<file path="src/hdl/dfs_pkg.sv">
// Package with register map, fields and timing constants of the diagnostics block
package dfs_pkg;
  // Register byte offsets
  localparam logic [7:0] OFS_DIAG    = 8'h00;
  localparam logic [7:0] OFS_CLEAR   = 8'h04;
  localparam logic [7:0] OFS_IRQ_ST  = 8'h08;
  localparam logic [7:0] OFS_IRQ_CLR = 8'h0C;
  localparam logic [7:0] OFS_IRQ_EN  = 8'h10;
  localparam logic [7:0] OFS_STATUS  = 8'h14;
  localparam logic [7:0] OFS_CTRL    = 8'h18;
  localparam logic [7:0] OFS_LOG     = 8'h1C;
  localparam logic [7:0] OFS_TIME    = 8'h20;
  // Diagnostic status bit positions
  localparam int DG_TIMECODE  = 0;
  localparam int DG_HW        = 1;
  localparam int DG_CONFIG    = 2;
  localparam int DG_SAMPLING  = 3;
  localparam int DG_TIME      = 4;
  localparam int DG_FACTORY   = 5;
  localparam int DG_CALIB     = 6;
  localparam int DG_RESET     = 7;
  localparam int NUM_DIAG     = 8;
  localparam logic [7:0] MASK_AUTO     = 8'h01;
  localparam logic [7:0] MASK_RECOVER  = 8'h86;
  localparam logic [7:0] MASK_CRITICAL = 8'h78;
  // Interrupt status bits
  localparam int IRQ_NEW_FAULT = 0;
  localparam int IRQ_CRITICAL  = 1;
  localparam int IRQ_BATT_LOW  = 2;
  localparam int IRQ_LOG_DROP  = 3;
  localparam int NUM_IRQ       = 4;
  // Control register bits
  localparam int CTRL_ALARM_INV = 0;
  localparam int CTRL_CFG_CHG   = 1;
  // Event log codes (upper byte of a log entry)
  localparam logic [7:0] EV_DIAG_SET   = 8'h01;
  localparam logic [7:0] EV_DIAG_CLR   = 8'h02;
  localparam logic [7:0] EV_CFG_CHANGE = 8'h03;
  localparam logic [7:0] EV_RESET      = 8'h04;
  // Log memory depth
  localparam int LOG_AW    = 4;
  localparam int LOG_DEPTH = 16;
  // Restart pulse length
  localparam int    CLK_MHZ       = 250;
  localparam int    RESTART_NS    = 100;
  localparam int    RESTART_CYC   = (RESTART_NS * CLK_MHZ + 999) / 1000;
  localparam logic [7:0] RESTART_CYC8 = 8'(RESTART_CYC);
endpackage

</file>
<file path="src/hdl/dfs_sync.sv">
// Three-stage synchroniser with agreement filter for asynchronous pins
module dfs_sync #(
  parameter int W = 1
) (
  input  wire logic         pclk,
  input  wire logic         presetn,
  input  wire logic [W-1:0] din,
  output logic      [W-1:0] dout
);
  typedef struct packed {
    logic [W-1:0] s1;
    logic [W-1:0] s2;
    logic [W-1:0] s3;
    logic [W-1:0] q;
  } dfs_sync_st_t;

  dfs_sync_st_t st_ff;
  dfs_sync_st_t nxt_st;

  always_comb begin
    nxt_st    = st_ff;
    nxt_st.s1 = din;
    nxt_st.s2 = st_ff.s1;
    nxt_st.s3 = st_ff.s2;
    for (int i = 0; i < W; i++) begin
      // A change counts once stage two and three agree
      if (st_ff.s2[i] == st_ff.s3[i]) begin
        nxt_st.q[i] = st_ff.s3[i];
      end
    end
  end

  always_ff @(posedge pclk or negedge presetn) begin
    if (!presetn) begin
      st_ff <= '0;
    end else begin
      st_ff <= nxt_st;
    end
  end

  assign dout = st_ff.q;
endmodule

</file>
<file path="src/hdl/dfs_log_mem.sv">
// Event log memory with registered read data
module dfs_log_mem (
  input  wire logic                        pclk,
  input  wire logic                        we,
  input  wire logic [dfs_pkg::LOG_AW-1:0]  waddr,
  input  wire logic [31:0]                 wdata,
  input  wire logic [dfs_pkg::LOG_AW-1:0]  raddr,
  output logic      [31:0]                 rdata
);
  logic [31:0] mem_ff [dfs_pkg::LOG_DEPTH];
  logic [31:0] rdata_ff;

  always_ff @(posedge pclk) begin
    if (we) begin
      mem_ff[waddr] <= wdata;
    end
    rdata_ff <= mem_ff[raddr];
  end

  assign rdata = rdata_ff;
endmodule

</file>
<file path="src/hdl/dfs_diag_top.sv">
// Diagnostics, fault classification, indicators and event log with an APB slave
module dfs_diag_top (
  input  wire logic        pclk,
  input  wire logic        presetn,
  input  wire logic [7:0]  paddr,
  input  wire logic        psel,
  input  wire logic        penable,
  input  wire logic        pwrite,
  input  wire logic [31:0] pwdata,
  output logic      [31:0] prdata,
  output logic             pready,
  output logic             pslverr,
  input  wire logic        batt_low_pin,
  input  wire logic        main_supply_pin,
  input  wire logic        backup_supply_pin,
  input  wire logic [7:0]  fault_pin,
  input  wire logic [3:0]  relay_req,
  input  wire logic [7:0]  diag_retained,
  output logic             backup_battery_low_indicator,
  output logic             main_power_indicator,
  output logic             backup_power_indicator,
  output logic             device_fault_flag,
  output logic             critical_error,
  output logic             device_restart,
  output logic             config_repair,
  output logic [3:0]       relay_out,
  output logic             alarm_relay_nc_closed,
  output logic [7:0]       diag_store,
  output logic             irq
);
  typedef struct packed {
    logic [7:0]  diag;
    logic [7:0]  diag_prev;
    logic        loaded;
    logic [31:0] tstamp;
    logic [3:0]  wptr;
    logic [4:0]  count;
    logic [3:0]  irq_st;
    logic [3:0]  irq_en;
    logic [1:0]  ctrl;
    logic [3:0]  rptr;
    logic [7:0]  restart_cnt;
    logic        led_bat;
    logic        led_main;
    logic        led_bkp;
    logic        fault_flag;
    logic        crit;
    logic        restart;
    logic        repair;
    logic [3:0]  relays;
    logic        alarm_nc;
    logic        irq;
    logic        pready;
    logic [31:0] prdata;
    logic        pslverr;
    logic        rd_log;
  } dfs_st_t;

  dfs_st_t     st_ff;
  dfs_st_t     nxt_st;
  logic [10:0] pins_sync;
  logic [7:0]  flt;
  logic [7:0]  sw_clr;
  logic [7:0]  new_bits;
  logic [7:0]  gone_bits;
  logic        acc_w;
  logic        acc_r;
  logic        log_we;
  logic [31:0] log_wdata;
  logic [31:0] log_rdata;

  dfs_sync #(.W(11)) u_sync (
    .pclk    (pclk),
    .presetn (presetn),
    .din     ({batt_low_pin, main_supply_pin, backup_supply_pin, fault_pin}),
    .dout    (pins_sync)
  );
  assign flt = pins_sync[7:0];

  dfs_log_mem u_log (
    .pclk  (pclk),
    .we    (log_we),
    .waddr (st_ff.wptr),
    .wdata (log_wdata),
    .raddr (st_ff.rptr),
    .rdata (log_rdata)
  );

  assign acc_w = psel && penable && pwrite && !st_ff.pready;
  assign acc_r = psel && penable && !pwrite && !st_ff.pready;

  always_comb begin
    nxt_st        = st_ff;
    sw_clr        = '0;
    log_we        = 1'b0;
    log_wdata     = '0;
    nxt_st.tstamp = st_ff.tstamp + 32'h1;
    // Software clear; time-code bit is never clearable
    if (acc_w && paddr == dfs_pkg::OFS_CLEAR) begin
      sw_clr = pwdata[7:0] & ~dfs_pkg::MASK_AUTO;
    end
    // Retained status restored once after reset
    if (!st_ff.loaded) begin
      nxt_st.loaded    = 1'b1;
      nxt_st.diag      = diag_retained | 8'(1 << dfs_pkg::DG_RESET);
      nxt_st.diag_prev = '0;
    end else begin
      nxt_st.diag[dfs_pkg::DG_TIMECODE] = flt[dfs_pkg::DG_TIMECODE];
      // Sticky faults: a new event wins over a clear
      nxt_st.diag = (nxt_st.diag & ~sw_clr & ~dfs_pkg::MASK_AUTO)
                  | (flt & ~dfs_pkg::MASK_AUTO)
                  | (nxt_st.diag & dfs_pkg::MASK_AUTO);
      nxt_st.diag_prev = st_ff.diag;
    end
    new_bits  = st_ff.diag & ~st_ff.diag_prev;
    gone_bits = st_ff.diag_prev & ~st_ff.diag;
    // One log entry per cycle: diagnostics, then config change
    if (st_ff.loaded && (new_bits != '0 || gone_bits != '0)) begin
      log_we    = 1'b1;
      log_wdata = {(new_bits != '0) ? dfs_pkg::EV_DIAG_SET : dfs_pkg::EV_DIAG_CLR,
                   (new_bits != '0) ? new_bits : gone_bits, st_ff.tstamp[15:0]};
    end else if (acc_w && paddr == dfs_pkg::OFS_CTRL && pwdata[dfs_pkg::CTRL_CFG_CHG]) begin
      log_we    = 1'b1;
      log_wdata = {dfs_pkg::EV_CFG_CHANGE, 8'h00, st_ff.tstamp[15:0]};
    end
    if (log_we) begin
      nxt_st.wptr = st_ff.wptr + 4'h1;
      if (st_ff.count != 5'(dfs_pkg::LOG_DEPTH)) begin
        nxt_st.count = st_ff.count + 5'h1;
      end else begin
        // Full: the oldest entry is overwritten, so the read side skips it
        nxt_st.rptr = st_ff.rptr + 4'h1;
      end
    end
    // Indicators
    nxt_st.led_bat  = pins_sync[10];
    nxt_st.led_main = pins_sync[9];
    nxt_st.led_bkp  = pins_sync[8];
    nxt_st.crit       = |(nxt_st.diag & dfs_pkg::MASK_CRITICAL);
    nxt_st.fault_flag = |(nxt_st.diag & ~dfs_pkg::MASK_CRITICAL);
    nxt_st.relays     = nxt_st.crit ? 4'h0 : relay_req;
    nxt_st.alarm_nc   = nxt_st.crit ? 1'b0
                      : (st_ff.ctrl[dfs_pkg::CTRL_ALARM_INV] ? !nxt_st.fault_flag : nxt_st.fault_flag);
    // Restart pulse on a newly raised recoverable fault other than the reset bit, only while not critical
    nxt_st.restart = 1'b0;
    if (|(new_bits & dfs_pkg::MASK_RECOVER & ~8'(1 << dfs_pkg::DG_RESET)) && !st_ff.crit) begin
      nxt_st.restart_cnt = dfs_pkg::RESTART_CYC8;
    end else if (st_ff.restart_cnt != 8'h00) begin
      nxt_st.restart_cnt = st_ff.restart_cnt - 8'h01;
    end
    nxt_st.restart = (nxt_st.restart_cnt != 8'h00);
    nxt_st.repair  = st_ff.restart && !nxt_st.restart;
    // Interrupt sources; set wins over clear
    if (acc_w && paddr == dfs_pkg::OFS_IRQ_CLR) begin
      nxt_st.irq_st = st_ff.irq_st & ~pwdata[3:0];
    end
    nxt_st.irq_st[dfs_pkg::IRQ_NEW_FAULT] |= (new_bits != '0);
    nxt_st.irq_st[dfs_pkg::IRQ_CRITICAL]  |= nxt_st.crit && !st_ff.crit;
    nxt_st.irq_st[dfs_pkg::IRQ_BATT_LOW]  |= pins_sync[10] && !st_ff.led_bat;
    nxt_st.irq_st[dfs_pkg::IRQ_LOG_DROP]  |= log_we && st_ff.count == 5'(dfs_pkg::LOG_DEPTH);
    if (acc_w && paddr == dfs_pkg::OFS_IRQ_EN) begin
      nxt_st.irq_en = pwdata[3:0];
    end
    if (acc_w && paddr == dfs_pkg::OFS_CTRL) begin
      nxt_st.ctrl[dfs_pkg::CTRL_ALARM_INV] = pwdata[dfs_pkg::CTRL_ALARM_INV];
    end
    nxt_st.irq = |(nxt_st.irq_st & nxt_st.irq_en);
    // APB: access phase waits one cycle on every other access and two when reading the log memory
    nxt_st.pready  = 1'b0;
    nxt_st.pslverr = 1'b0;
    nxt_st.rd_log  = 1'b0;
    if (acc_w) begin
      nxt_st.pready  = 1'b1;
      nxt_st.pslverr = !(paddr == dfs_pkg::OFS_CLEAR || paddr == dfs_pkg::OFS_IRQ_CLR
                         || paddr == dfs_pkg::OFS_IRQ_EN || paddr == dfs_pkg::OFS_CTRL);
    end else if (acc_r && paddr == dfs_pkg::OFS_LOG && !st_ff.rd_log) begin
      nxt_st.rd_log = 1'b1;
    end else if (acc_r) begin
      nxt_st.pready = 1'b1;
      nxt_st.prdata = '0;
      case (paddr)
        dfs_pkg::OFS_DIAG:   nxt_st.prdata = {24'h0, st_ff.diag};
        dfs_pkg::OFS_IRQ_ST: nxt_st.prdata = {28'h0, st_ff.irq_st};
        dfs_pkg::OFS_IRQ_EN: nxt_st.prdata = {28'h0, st_ff.irq_en};
        dfs_pkg::OFS_STATUS: nxt_st.prdata = {21'h0, st_ff.count, st_ff.restart, st_ff.crit,
                                              st_ff.fault_flag, st_ff.led_bkp, st_ff.led_main, st_ff.led_bat};
        dfs_pkg::OFS_CTRL:   nxt_st.prdata = {30'h0, st_ff.ctrl};
        dfs_pkg::OFS_TIME:   nxt_st.prdata = st_ff.tstamp;
        dfs_pkg::OFS_LOG: begin
          if (st_ff.count != 5'h00) begin
            nxt_st.prdata = log_rdata;
            nxt_st.count  = nxt_st.count - 5'h1;
            nxt_st.rptr   = nxt_st.rptr + 4'h1;
          end
        end
        default:             nxt_st.pslverr = 1'b1;
      endcase
    end
    nxt_st.ctrl[dfs_pkg::CTRL_CFG_CHG] = 1'b0;
  end

  always_ff @(posedge pclk or negedge presetn) begin
    if (!presetn) begin
      st_ff <= '0;
    end else begin
      st_ff <= nxt_st;
    end
  end

  assign prdata                       = st_ff.prdata;
  assign pready                       = st_ff.pready;
  assign pslverr                      = st_ff.pslverr;
  assign backup_battery_low_indicator = st_ff.led_bat;
  assign main_power_indicator         = st_ff.led_main;
  assign backup_power_indicator       = st_ff.led_bkp;
  assign device_fault_flag            = st_ff.fault_flag;
  assign critical_error               = st_ff.crit;
  assign device_restart               = st_ff.restart;
  assign config_repair                = st_ff.repair;
  assign relay_out                    = st_ff.relays;
  assign alarm_relay_nc_closed        = st_ff.alarm_nc;
  assign diag_store                   = st_ff.diag;
  assign irq                          = st_ff.irq;

  property p_crit_release;
    @(posedge pclk) disable iff (!presetn) st_ff.crit |-> relay_out == 4'h0 && !alarm_relay_nc_closed;
  endproperty
  a_crit_release: assert property (p_crit_release) else $error("relays not released");

  property p_crit_class;
    @(posedge pclk) disable iff (!presetn) $past(st_ff.loaded) && |($past(flt) & 8'h78) |-> critical_error;
  endproperty
  a_crit_class: assert property (p_crit_class) else $error("critical class wrong");

  property p_flag;
    @(posedge pclk) disable iff (!presetn) device_fault_flag == |(diag_store & 8'h87);
  endproperty
  a_flag: assert property (p_flag) else $error("fault flag mismatch");

  property p_flag_drop;
    @(posedge pclk) disable iff (!presetn) $fell(|(diag_store & 8'h87)) |-> !device_fault_flag;
  endproperty
  a_flag_drop: assert property (p_flag_drop) else $error("fault flag late");

  property p_tc_auto;
    @(posedge pclk) disable iff (!presetn) st_ff.loaded && $past(st_ff.loaded) |->
      diag_store[0] == $past(flt[0]);
  endproperty
  a_tc_auto: assert property (p_tc_auto) else $error("time-code bit not following cause");

  property p_sticky;
    @(posedge pclk) disable iff (!presetn) st_ff.loaded && $past(diag_store[1]) && !$past(sw_clr[1]) |-> diag_store[1];
  endproperty
  a_sticky: assert property (p_sticky) else $error("recoverable fault lost");

  property p_restart;
    @(posedge pclk) disable iff (!presetn) $rose(device_restart) |-> device_restart [*8] ##[1:20] config_repair;
  endproperty
  a_restart: assert property (p_restart) else $error("restart or repair missing");

  property p_log;
    @(posedge pclk) disable iff (!presetn) st_ff.loaded && $changed(diag_store) |-> log_we;
  endproperty
  a_log: assert property (p_log) else $error("diagnostic not logged");

  property p_led;
    @(posedge pclk) disable iff (!presetn) backup_battery_low_indicator == $past(pins_sync[10]);
  endproperty
  a_led: assert property (p_led) else $error("battery led wrong");

  c_crit:    cover property (@(posedge pclk) disable iff (!presetn) $rose(critical_error));
  c_restart: cover property (@(posedge pclk) disable iff (!presetn) $rose(config_repair));
  c_clear:   cover property (@(posedge pclk) disable iff (!presetn) $fell(device_fault_flag));
endmodule

</file>
<file path="config.mk">
export PLATFORM = sky130hd
export DESIGN_NAME = dfs_diag_top
export DESIGN_NICKNAME = d
export VERILOG_FILES = /design/src/hdl/dfs_pkg.sv /design/src/hdl/dfs_sync.sv /design/src/hdl/dfs_log_mem.sv /design/src/hdl/dfs_diag_top.sv
export SDC_FILE = /design/constraint.sdc
export NUM_CORES = 1
export LEC_CHECK = 0
export BUFFER_PORTS_ARGS = -buffer_cell sky130_fd_sc_hd__buf_2
export CELL_PAD_IN_SITES_DETAIL_PLACEMENT = 1
export CELL_PAD_IN_SITES_GLOBAL_PLACEMENT = 1
export CORE_MARGIN = 4
export CORE_UTILIZATION = 50
export CTS_CLUSTER_DIAMETER = 200
export DETAILED_ROUTE_END_ITERATION = 8
export PLACE_DENSITY_LB_ADDON = 0.08
export SLEW_MARGIN = 20
export SYNTH_ARGS = -nofsm -noshare
export SYNTH_HDL_FRONTEND = slang
export SYNTH_SLANG_ARGS = --single-unit
</file>
<file path="constraint.sdc">
create_clock -name pclk -period 4.9 [get_ports pclk]
set_input_delay 0.98 -clock pclk [delete_from_list [all_inputs] [get_ports pclk]]
set_output_delay 0.98 -clock pclk [all_outputs]
set_load 0.01 [all_outputs]
</file>
Yosys cells after proc, flatten, opt, wreduce, memory -nomap -nowiden
Memories as Yosys holds them, arrays and structs flattened. A register that Yosys moved wholly into a read port is not among the register bits.
Cells that the tools add are included.
{"block": "classes", "add_sub_neg": 7, "eq_ne": 21, "n_mux": 40, "bitwise": 17, "reduce_logical": 42}
{"op": "32-bit case mux with 7 select lines", "count": 1}
{"op": "34-bit two-way mux", "count": 2}
{"op": "32-bit two-way mux", "count": 2}
{"op": "4-bit two-way mux", "count": 10}
{"op": "5-bit two-way mux", "count": 7}
{"op": "32-bit by 1-bit adder with 32-bit output, second input constant", "count": 1}
{"op": "8-bit by 5-bit == test with 1-bit output, second input constant", "count": 4}
{"op": "8-bit two-way mux", "count": 4}
{"op": "8-bit nonzero test", "count": 4}
{"op": "26-bit two-way mux", "count": 1}
{"op": "8-bit bitwise AND", "count": 3}
{"op": "8-bit inverter", "count": 3}
{"op": "1-bit logical AND", "count": 18}
{"op": "8-bit by 4-bit == test with 1-bit output, second input constant", "count": 2}
{"op": "16-bit two-way mux", "count": 1}
{"op": "4-bit by 1-bit adder with 4-bit output, second input constant", "count": 3}
{"op": "4-bit OR reduction", "count": 3}
{"op": "1-bit == test", "count": 11}
{"op": "1-bit two-way mux", "count": 11}
{"op": "4-bit bitwise AND", "count": 2}
{"op": "8-bit by 3-bit == test with 1-bit output, second input constant", "count": 1}
{"op": "8-bit by 6-bit == test with 1-bit output, second input constant", "count": 1}
{"op": "1-bit zero test", "count": 8}
{"op": "8-bit zero test", "count": 1}
{"op": "16 further kinds", "count": 23}
{"block": "word_totals", "ff_bits": 171, "ramBits": 512, "output_inout_bits": 55, "wordCells": 167, "memories": 1}
{"memory": "u_log.mem_ff", "words": 16, "width": 32, "rd": 1, "rd_clocked_by_memory_dff": 1, "wr": 1, "line": "dfs_log_mem.sv:10", "source": "logic [31:0] mem_ff [dfs_pkg::LOG_DEPTH];"}

Longest topological paths before layout
Gate-level depths: netlist of run 1.
{"block": "logic_depth", "word_depth": 15, "mapped_depth": 11, "depth_no_buf": 9}

Modules after synthesis
From an unflattened synthesis of run 1, not the netlist that was laid out.
{"block": "unflattened", "cells_unflattened": 1574, "area_unflattened_um2": 27766.6}
{"module": "dfs_log_mem", "instances": 1, "cells_each": 838, "area_each_um2": 19835.3, "seq_area_each_um2": 16015.4}
{"module": "dfs_diag_top", "instances": 1, "cells_each": 670, "area_each_um2": 6623.9, "seq_area_each_um2": 3178.0}
{"module": "dfs_sync", "instances": 1, "cells_each": 66, "area_each_um2": 1307.5, "seq_area_each_um2": 1101.1}

Least setup slack after synthesis of run 1
OpenSTA, ideal clock, no wires.
{"block": "synth_timing", "path_kind": "input to register", "start": "in paddr[7]", "end": "mem u_log.mem_ff[4][0] (enable)", "setup_ns": 0.385, "arrival_time_ns": 3.242, "t_required_ns": 4.515, "setup_slack_ns": 1.272, "path_stages": 9, "n_path_buf": 2, "path_cell_list": "or4b_1 -> clkbuf_1 -> nor2_1 -> nand3_1 -> nand2_1 -> clkbuf_1 -> nand2_1 -> nor2_1 -> and2_1"}
{"block": "synth_via", "elab_chain_cells": 7}
{"element": "start: declaration", "line": "dfs_diag_top.sv:5", "source": "input wire logic [7:0] paddr,"}
{"element": "8-bit by 5-bit == test with 1-bit output", "line": "dfs_diag_top.sv:122", "source": "end else if (acc_w && paddr == dfs_pkg::OFS_CTRL && pwdata[dfs_pkg::CTRL_CFG_CHG]) begin"}
{"element": "1-bit logical AND (2 in series)", "line": "dfs_diag_top.sv:122"}
{"element": "1-bit two-way mux", "line": "dfs_diag_top.sv:122"}
{"element": "1-bit two-way mux", "line": "dfs_diag_top.sv:118", "source": "if (st_ff.loaded && (new_bits != '0 || gone_bits != '0)) begin"}
{"element": "1-bit two-way mux", "line": "dfs_log_mem.sv:14", "source": "if (we) begin"}
{"element": "1-bit two-way mux (not written as such)", "line": "dfs_log_mem.sv:15", "source": "mem_ff[waddr] <= wdata;"}
{"element": "end: declaration", "line": "dfs_log_mem.sv:10"}
Every way passes these cells.

Worst setup path after layout of run 1
{"block": "layout_timing", "start": "in paddr[7]", "end": "mem u_log.mem_ff[6][4] (enable)"}
The elaborated chain is that of the path after synthesis.

==> run_results.csv, run 1 <==
group,metric,value,unit
sta,worst_slew_pin_slew,1.032,ns
yosys,yosys.cell_types.count,69,
setup_path,crit_chain,"buf_2 > or4b_1 > nor2_1 > nand3_1 > nand2_1 > nand2_1 > nor2_1 > and2_1 > buf_12",
setup_path,worstPathArrival,3.86,ns
setup_path,reg2reg_to,"u_log.mem_ff[0][18]",
sta,finalCriticalPeriod,3.587,ns
route,vias,12470,
clocking,postCtsSetupRepairBufs,0,
setup_path,r2r_start,"st_ff[111]",
clocking,cts_tree,"yes",
clocking,ctsResizeCount,0,
yosys,synthCells,1331,
placed_design,numPortBuffers,97,
sta,post-route-period-util,0.7319,
flow_run,max-cap-violations,0,
route,drt_iter0_markers,1154,
cells_and_area,instances_no_fill,2112,
setup_path,worst_path_largest_cell_delay,0.66,ns
grt,grt_max_degree,90,
grt,grt_pass1_wl,84.67,mm
yosys,syn-cell-area,0.02400,sq mm
die,io_pins,123,
placed_design,pre_cts_ws,0.7426,ns
clocking,clkTransAtPathRegs,0.06,ns
placed_design,gp_congestion,0.7763,
sta,finalClockSkew,0.01531,ns
worst_hold_path,hold_depth,0,
worst_hold_path,min_to,"u_sync.nxt_st[17]",
worst_hold_path,hp-start,"u_sync.nxt_st[28]",
sta,finalWorstSetupSlack,1.313,ns
yosys,synth_common_cells,"edfxtp_1 (416), dfrtp_1 (171), mux4_2 (130)",
yosys,synth_top_area_frac,0.5204,
clocking,cts_hold_buf,0,
route,wire_per_inst,26.68,microns
route,finalWirelength,56.35,mm
die,start_util,0.5038,
yosys,synth_seq_area_share,0.7204,
die,num_rows,80,
worst_hold_path,min_path_type,"reg2reg",
run_status,status,"completed",
yosys,ys_warn_count,0,
yosys,synth-seq-cells,613,
sta,hold_viol,0,
route,ant_nets,0,
route,drc,0,
clocking,clkSinkCount,613,
yosys,synth_ff_type,"edfxtp_1",
power_and_ir_drop,leakage,0.01006,uW
setup_path,endpoint_kind,"flip-flop",
grt,grt_pass1_vias,13120,
yosys,async_flop_share,0.2790,
yosys,avgSynthCellArea,18.03,sq um
clocking,cts_buffer_depth,3,
setup_path,crit_fanout,16,
grt,antenna_found_initial,7,
sta,slew_headroom,0.3120,
grt,grt_overflow,0,
clocking,cts-root-buf,"clkbuf_16",
setup_path,cp-start-kind,"input port",
yosys,yosys.area.top_type,"edfxtp_1",
grt,grt_usage,0.2232,
route,routed_via_density,5.906,
die,core,0.04765,sq mm
power_and_ir_drop,peakVddDrop,0.0002962,V
placed_design,dpl-instance-area,0.02517,sq mm
setup_path,worst-setup-path-type,"in2reg",
power_and_ir_drop,powerDensity,512.8,mW/mm^2
die,dieArea,0.05158,sq mm
sta,rsz0062_at_grt,"no",
placed_design,post-dp-hpwl,35.17,mm
cells_and_area,antenna_cells,0,
die,die_y,227.1,microns
sta,finalMaxSlewViolations,0,
clocking,cts_buffers,66,
setup_path,critPathRequiredTime,5.17,ns
cells_and_area,drive_gt1_frac,0.2672,
sta,setup_violations,0,
die,die_w,227.1,microns
yosys,synth.most_common_cell,"edfxtp_1",
clocking,cts_htree_levels,3,
yosys,yosys-top-cells-area,"edfxtp_1 (52%), dfrtp_1 (18%), mux4_2 (12%)",
cells_and_area,fillers,4221,
sta,max_freq,278.8,MHz
setup_path,cpMaxStageDelayCell,"or4b_1",
yosys,synth_edf_count,416,
sta,setup_tns,0,ns
placed_design,dp_cells,1992,
route,drtPass1Iterations,8,
cells_and_area,area_growth,13.91,%
setup_path,r2r_cells,6,
cells_and_area,final_area,0.02734,sq mm
cells_and_area,nets,1524,
clocking,worstSkewPairLatency,0.58,ns
yosys,synth_nets,1410,
setup_path,r2r_slack,1.48,ns
==> through the flow <==
| stage | power, uW | hold slack [ns] | util |
|---|---|---|---|
| after floorplan | 8321 | 0.3312 | - |
| after global placement | 9228 | 0.3330 | 0.5283 |
| after detailed placement | 9302 | 0.3362 | 0.5283 |
| after CTS | 14180 | 0.3499 | 0.5733 |
| after global routing | 14680 | 0.3562 | 0.5739 |
| final | 14020 | 0.3474 | 0.5739 |
==> critical path: cells and delay by family <==
| family | cells | cell delay, ns |
|---|---|---|
| buffers and inverters | 2 | 0.37 |
| and+or+nand+nor | 7 | 2.50 |
==> worst max-delay path by stage <==
stage                        start            endpoint  slack (ns)  depth (start not counted)
final                     paddr[7]  u_log.mem_ff[6][4]        1.31                          9
after global routing      paddr[7]  u_log.mem_ff[6][4]        1.22                          9
after CTS                 paddr[7]  u_log.mem_ff[6][4]        1.36                          9
after detailed placement  paddr[7]  u_log.mem_ff[6][7]        0.74                          9
after global placement    paddr[7]  u_log.mem_ff[0][5]        0.85                          8
after floorplan           paddr[7]  u_log.mem_ff[4][0]        1.27                          9
==> kinds of logic after synthesis <==
group / count (synthesis) / synth area share
AO/OA/AOI/OAI: 121 / 0.03836
AND/OR/NAND/NOR: 242 / 0.05536
flip-flops: 613 / 0.7204
adder cells (fa/ha/maj): 22 / 0.01032
XOR/XNOR: 55 / 0.02007
buffers and inverters: 137 / 0.02877
other: 1 / 0.0001562
multiplexers: 140 / 0.1266
==> layout by cell type (no fill, tap or decap), drive strengths merged, types with 4 or more instances in the layout <==
cell	count
a21oi	20
or4	5
mux2	9
a21o	10
nand3	21
maj3	11
a222oi	25
clkbuf	104
a22o	8
edfxtp	416
nor2	38
nand2	61
dfxtp	26
nand2b	12
o31a	4
xnor2	41
o22ai	5
nor3	14
mux4	130
buf	142
inv	40
and3	13
and4	7
clkinv	13
nor2b	7
o21ai	20
and2	35
dfrtp	171
or2	6
ha	11
o2111a	4
nand4	7
xor2	14
==> final cells by class <==
type / count / area [sq um] / share of cell area
Clock buffer: 103 / 1976 / 0.07226
Clock inverter: 17 / 167.7 / 0.006132
Inverter: 40 / 150.1 / 0.005491
Multi-Input combinational cell: 581 / 6065 / 0.2218
Sequential cell: 613 / 17300 / 0.6327
Tap cell: 615 / 769.5 / 0.02814
Timing Repair Buffer: 143 / 914.6 / 0.03345
==> state kept, by name (all words and copies together) (netlist names), 4 cells and up <==
register / cells
u_log.mem_ff: 416
st_ff: 72
prdata: 32
u_log.rdata: 26
u_sync.nxt_st: 22
u_sync.dout: 11
u_sync.st_ff: 11
diag_store: 8
relay_out: 4
==> per-layer routing <==
layer / vias up / global-route usage / wire [microns]
met5: - / 0 / 0
met4: 0 / 0.05407 / 1074
met3: 83 / 0.04707 / 3150
met2: 331 / 0.3515 / 27360
met1: 6668 / 0.3264 / 24760
li1: 5391 / - / -
==> where the power goes <==
group | internal, uW | leakage (uW) | switching [uW]
combinational | 1280 | 0.00291 | 1240
clock | 2930 | 0.00105 | 1930
sequential | 6130 | 0.00611 | 510
No activity file was read; power rests on OpenSTA's default activity.
==> inputs of run 2 (changes only) <==
Settings changed: CORE_UTILIZATION 50 to 48.
Clock period 4.9 ns to 3 ns, I/O delays scaled along.
==> run 2 against run 1 <==
  * Routed wire length grew 2.3%
  * Die area grew 4.0%
  * Largest power group unchanged
  * Hold slack lost 0.23 ns
  * First-iteration DRC count grew 3.7%
  * Clock power grew 62%
  * Combinational power grew 80%
  * Sequential share of layout area shrank 2.1 points
  * Register-to-register slack lost 1.2 ns
  * Sequential power grew 60%
  * Clock skew grew 0.0058 ns
  * Global-route usage shrank 0.23 points
  * Critical path type is now reg2reg
==> run_results.csv, run 2 (synthesized netlist as in run 1, its figures left out) <==
group,metric,value,unit
run_status,status,"completed",
setup_path,critPathRequiredTime,3.46,ns
placed_design,gp_congestion,0.8141,
clocking,cts_htree_levels,3,
sta,hold_viol,0,
power_and_ir_drop,comb_power_share,0.197,
die,num_rows,81,
grt,grt_overflow,0,
cells_and_area,regMostFlops,"u_log.mem_ff",
route,drtPass1Iterations,8,
flow_run,max-cap-violations,0,
power_and_ir_drop,peakVddDrop,0.0004849,V
sta,max_freq,371.6,MHz
cells_and_area,antenna_cells,0,
setup_path,cp-start-kind,"flip-flop",
sta,slew_headroom,0.6047,
grt,grt_max_degree,64,
route,drt_iter0_markers,1197,
cells_and_area,final_cell_mix,"edfxtp_1 (416), dfrtp_1 (168), mux4_2 (130)",
cells_and_area,post-route-util,0.5758,
setup_path,worst-setup-path-type,"reg2reg",
die,dieArea,0.05365,sq mm
clocking,cts_tree,"yes",
sta,rsz0062_at_grt,"no",
cells_and_area,largest_register_ffs,416,
sta,finalMaxSlewViolations,0,
setup_path,crit_fanout,22,
route,drc,0,
cells_and_area,nets,1590,
die,start_util,0.4884,
route,vias,12690,
sta,finalCriticalPeriod,2.691,ns
clocking,ctsResizeCount,0,
die,die_y,231.6,microns
sta,setup_tns,0,ns
clocking,cts_buffer_depth,3,
clocking,worstSkewPairLatency,0.59,ns
setup_path,r2r_start,"diag_store[3]",
clocking,clkSinkCount,613,
sta,setup_violations,0,
sta,worst_slew_pin_slew,0.5929,ns
placed_design,dp_cells,2106,
power_and_ir_drop,leakage,0.01051,uW
grt,grt_pass1_vias,13800,
setup_path,cpMaxStageDelayCell,"dfrtp_1",
route,wire_per_inst,25.88,microns
sta,post-route-period-util,0.8970,
clocking,postCtsSetupRepairBufs,0,
clocking,cts_buffers,66,
power_and_ir_drop,total_power,23030,uW
setup_path,endpoint_kind,"flip-flop",
placed_design,numPortBuffers,97,
setup_path,r2r_cells,9,
power_and_ir_drop,clockPowerShare,0.343,
setup_path,worstPathArrival,3.15,ns
setup_path,r2r_slack,0.31,ns
cells_and_area,area_growth,17.90,%
route,routed_via_density,5.696,
setup_path,crit_chain,"inv_1 > a2111oi_0 > buf_4 > a41o_1 > nand2_1 > buf_4 > a21oi_1 > nand2_1 > a32o_1",
sta,finalClockSkew,0.02110,ns
cells_and_area,final_common_cell,"edfxtp_1",
setup_path,worst_path_largest_cell_delay,0.41,ns
cells_and_area,drive_gt1_frac,0.3071,
worst_hold_path,min_path_type,"in2reg",
route,finalWirelength,57.63,mm
die,die_w,231.6,microns
power_and_ir_drop,p_int,17010,uW
setup_path,reg2reg_to,"st_ff[72]",
route,ant_nets,0,
placed_design,post-dp-hpwl,37.13,mm
grt,antenna_found_initial,1,
die,io_pins,123,
power_and_ir_drop,p_sw,6012,uW
clocking,clkTransAtPathRegs,0.06,ns
setup_path,crit_end,"st_ff[72]",
worst_hold_path,hp-start,"fault_pin[6]",
grt,grt_pass1_wl,87.88,mm
die,core,0.04915,sq mm
power_and_ir_drop,pwr-share-seq,0.460,
setup_path,worstSetupStartpoint,"diag_store[3]",
grt,grt_usage,0.2209,
clocking,cts-root-buf,"clkbuf_16",
power_and_ir_drop,powerDensity,813.6,mW/mm^2
cells_and_area,instances_no_fill,2227,
power_and_ir_drop,switching_share,0.2611,
run 2: cell count changes in the layout (fill, tap and decap cells not counted), moves of 4 or more:
cell,previous run,this run
and4_2,0,4
and2_1,35,27
and4_1,7,3
clkinv_2,7,12
and3_1,13,9
buf_4,40,71
buf_12,6,40
clkinv_1,5,11
and2_2,0,8
and3_2,0,4
clkbuf_1,23,12
run 2: how the worst min path moves through the flow:
| stage | end | slack [ns] | cells past startpoint |
|---|---|---|---|
| after floorplan | alarm_relay_nc_closed | 0.30 | 0 |
| after global placement | u_sync.nxt_st[21] | 0.33 | 0 |
| after detailed placement | u_sync.nxt_st[12] | 0.34 | 0 |
| after CTS | u_sync.nxt_st[28] | 0.07 | 1 |
| after global routing | u_sync.nxt_st[26] | 0.09 | 1 |
| final | u_sync.nxt_st[28] | 0.11 | 1 |
run 2: stage by stage:
step	area (sq um)	setup slack, ns	hold slack, ns
floorplan	24020	0.02534	0.3044
global placement	26160	-0.04316	0.3334
detailed placement	26160	-0.07211	0.3373
CTS	28300	0.2899	0.07392
global route	28300	0.03602	0.08659
finish	28300	0.3090	0.1135
run 2: layout make-up:
| cell class | count | area [sq um] |
|---|---|---|
| fill | 4362 | 20850 |
| clock buffer | 91 | 1926 |
| inverter | 40 | 150.1 |
| sequential | 613 | 17300 |
| multi-input combinational | 581 | 6055 |
| timing repair buffer | 209 | 1838 |
| clock inverter | 29 | 201.4 |
| tap | 664 | 830.8 |
run 2: power by group through the flow:
stage	clock, uW	combinational [uW]	sequential (uW)
6_report	7890	4540	10600
3_5_place_dp	0	4630	10800
4_1_cts	8080	4640	10600
2_1_floorplan	0	3200	10400
5_1_grt	8490	4910	10700
3_3_place_gp	0	4550	10700
run 2: layer usage:
metal / vias to the layer above / GRT usage / part of all wire / routed length, microns
li1: 5525 / - / - / -
met1: 6724 / 0.3083 / 0.43 / 24740
met2: 338 / 0.3664 / 0.50 / 28720
met3: 99 / 0.03773 / 0.047 / 2736
met4: 0 / 0.05772 / 0.025 / 1430
met5: - / 0 / 0 / 0
run 2: timing repair:
item	in CTS	in global routing
endpoints found under the hold margin	43	0
setup endpoints to repair	0	0
hold buffers	1	0
run 2: worst max-delay path: cells and delay by family, from the launching register on:
family | cells | cell delay [ns]
AO/OA/AOI/OAI | 4 | 1.26
buffers and inverters | 3 | 0.58
AND/OR/NAND/NOR | 2 | 0.31
flip-flops | 1 | 0.41
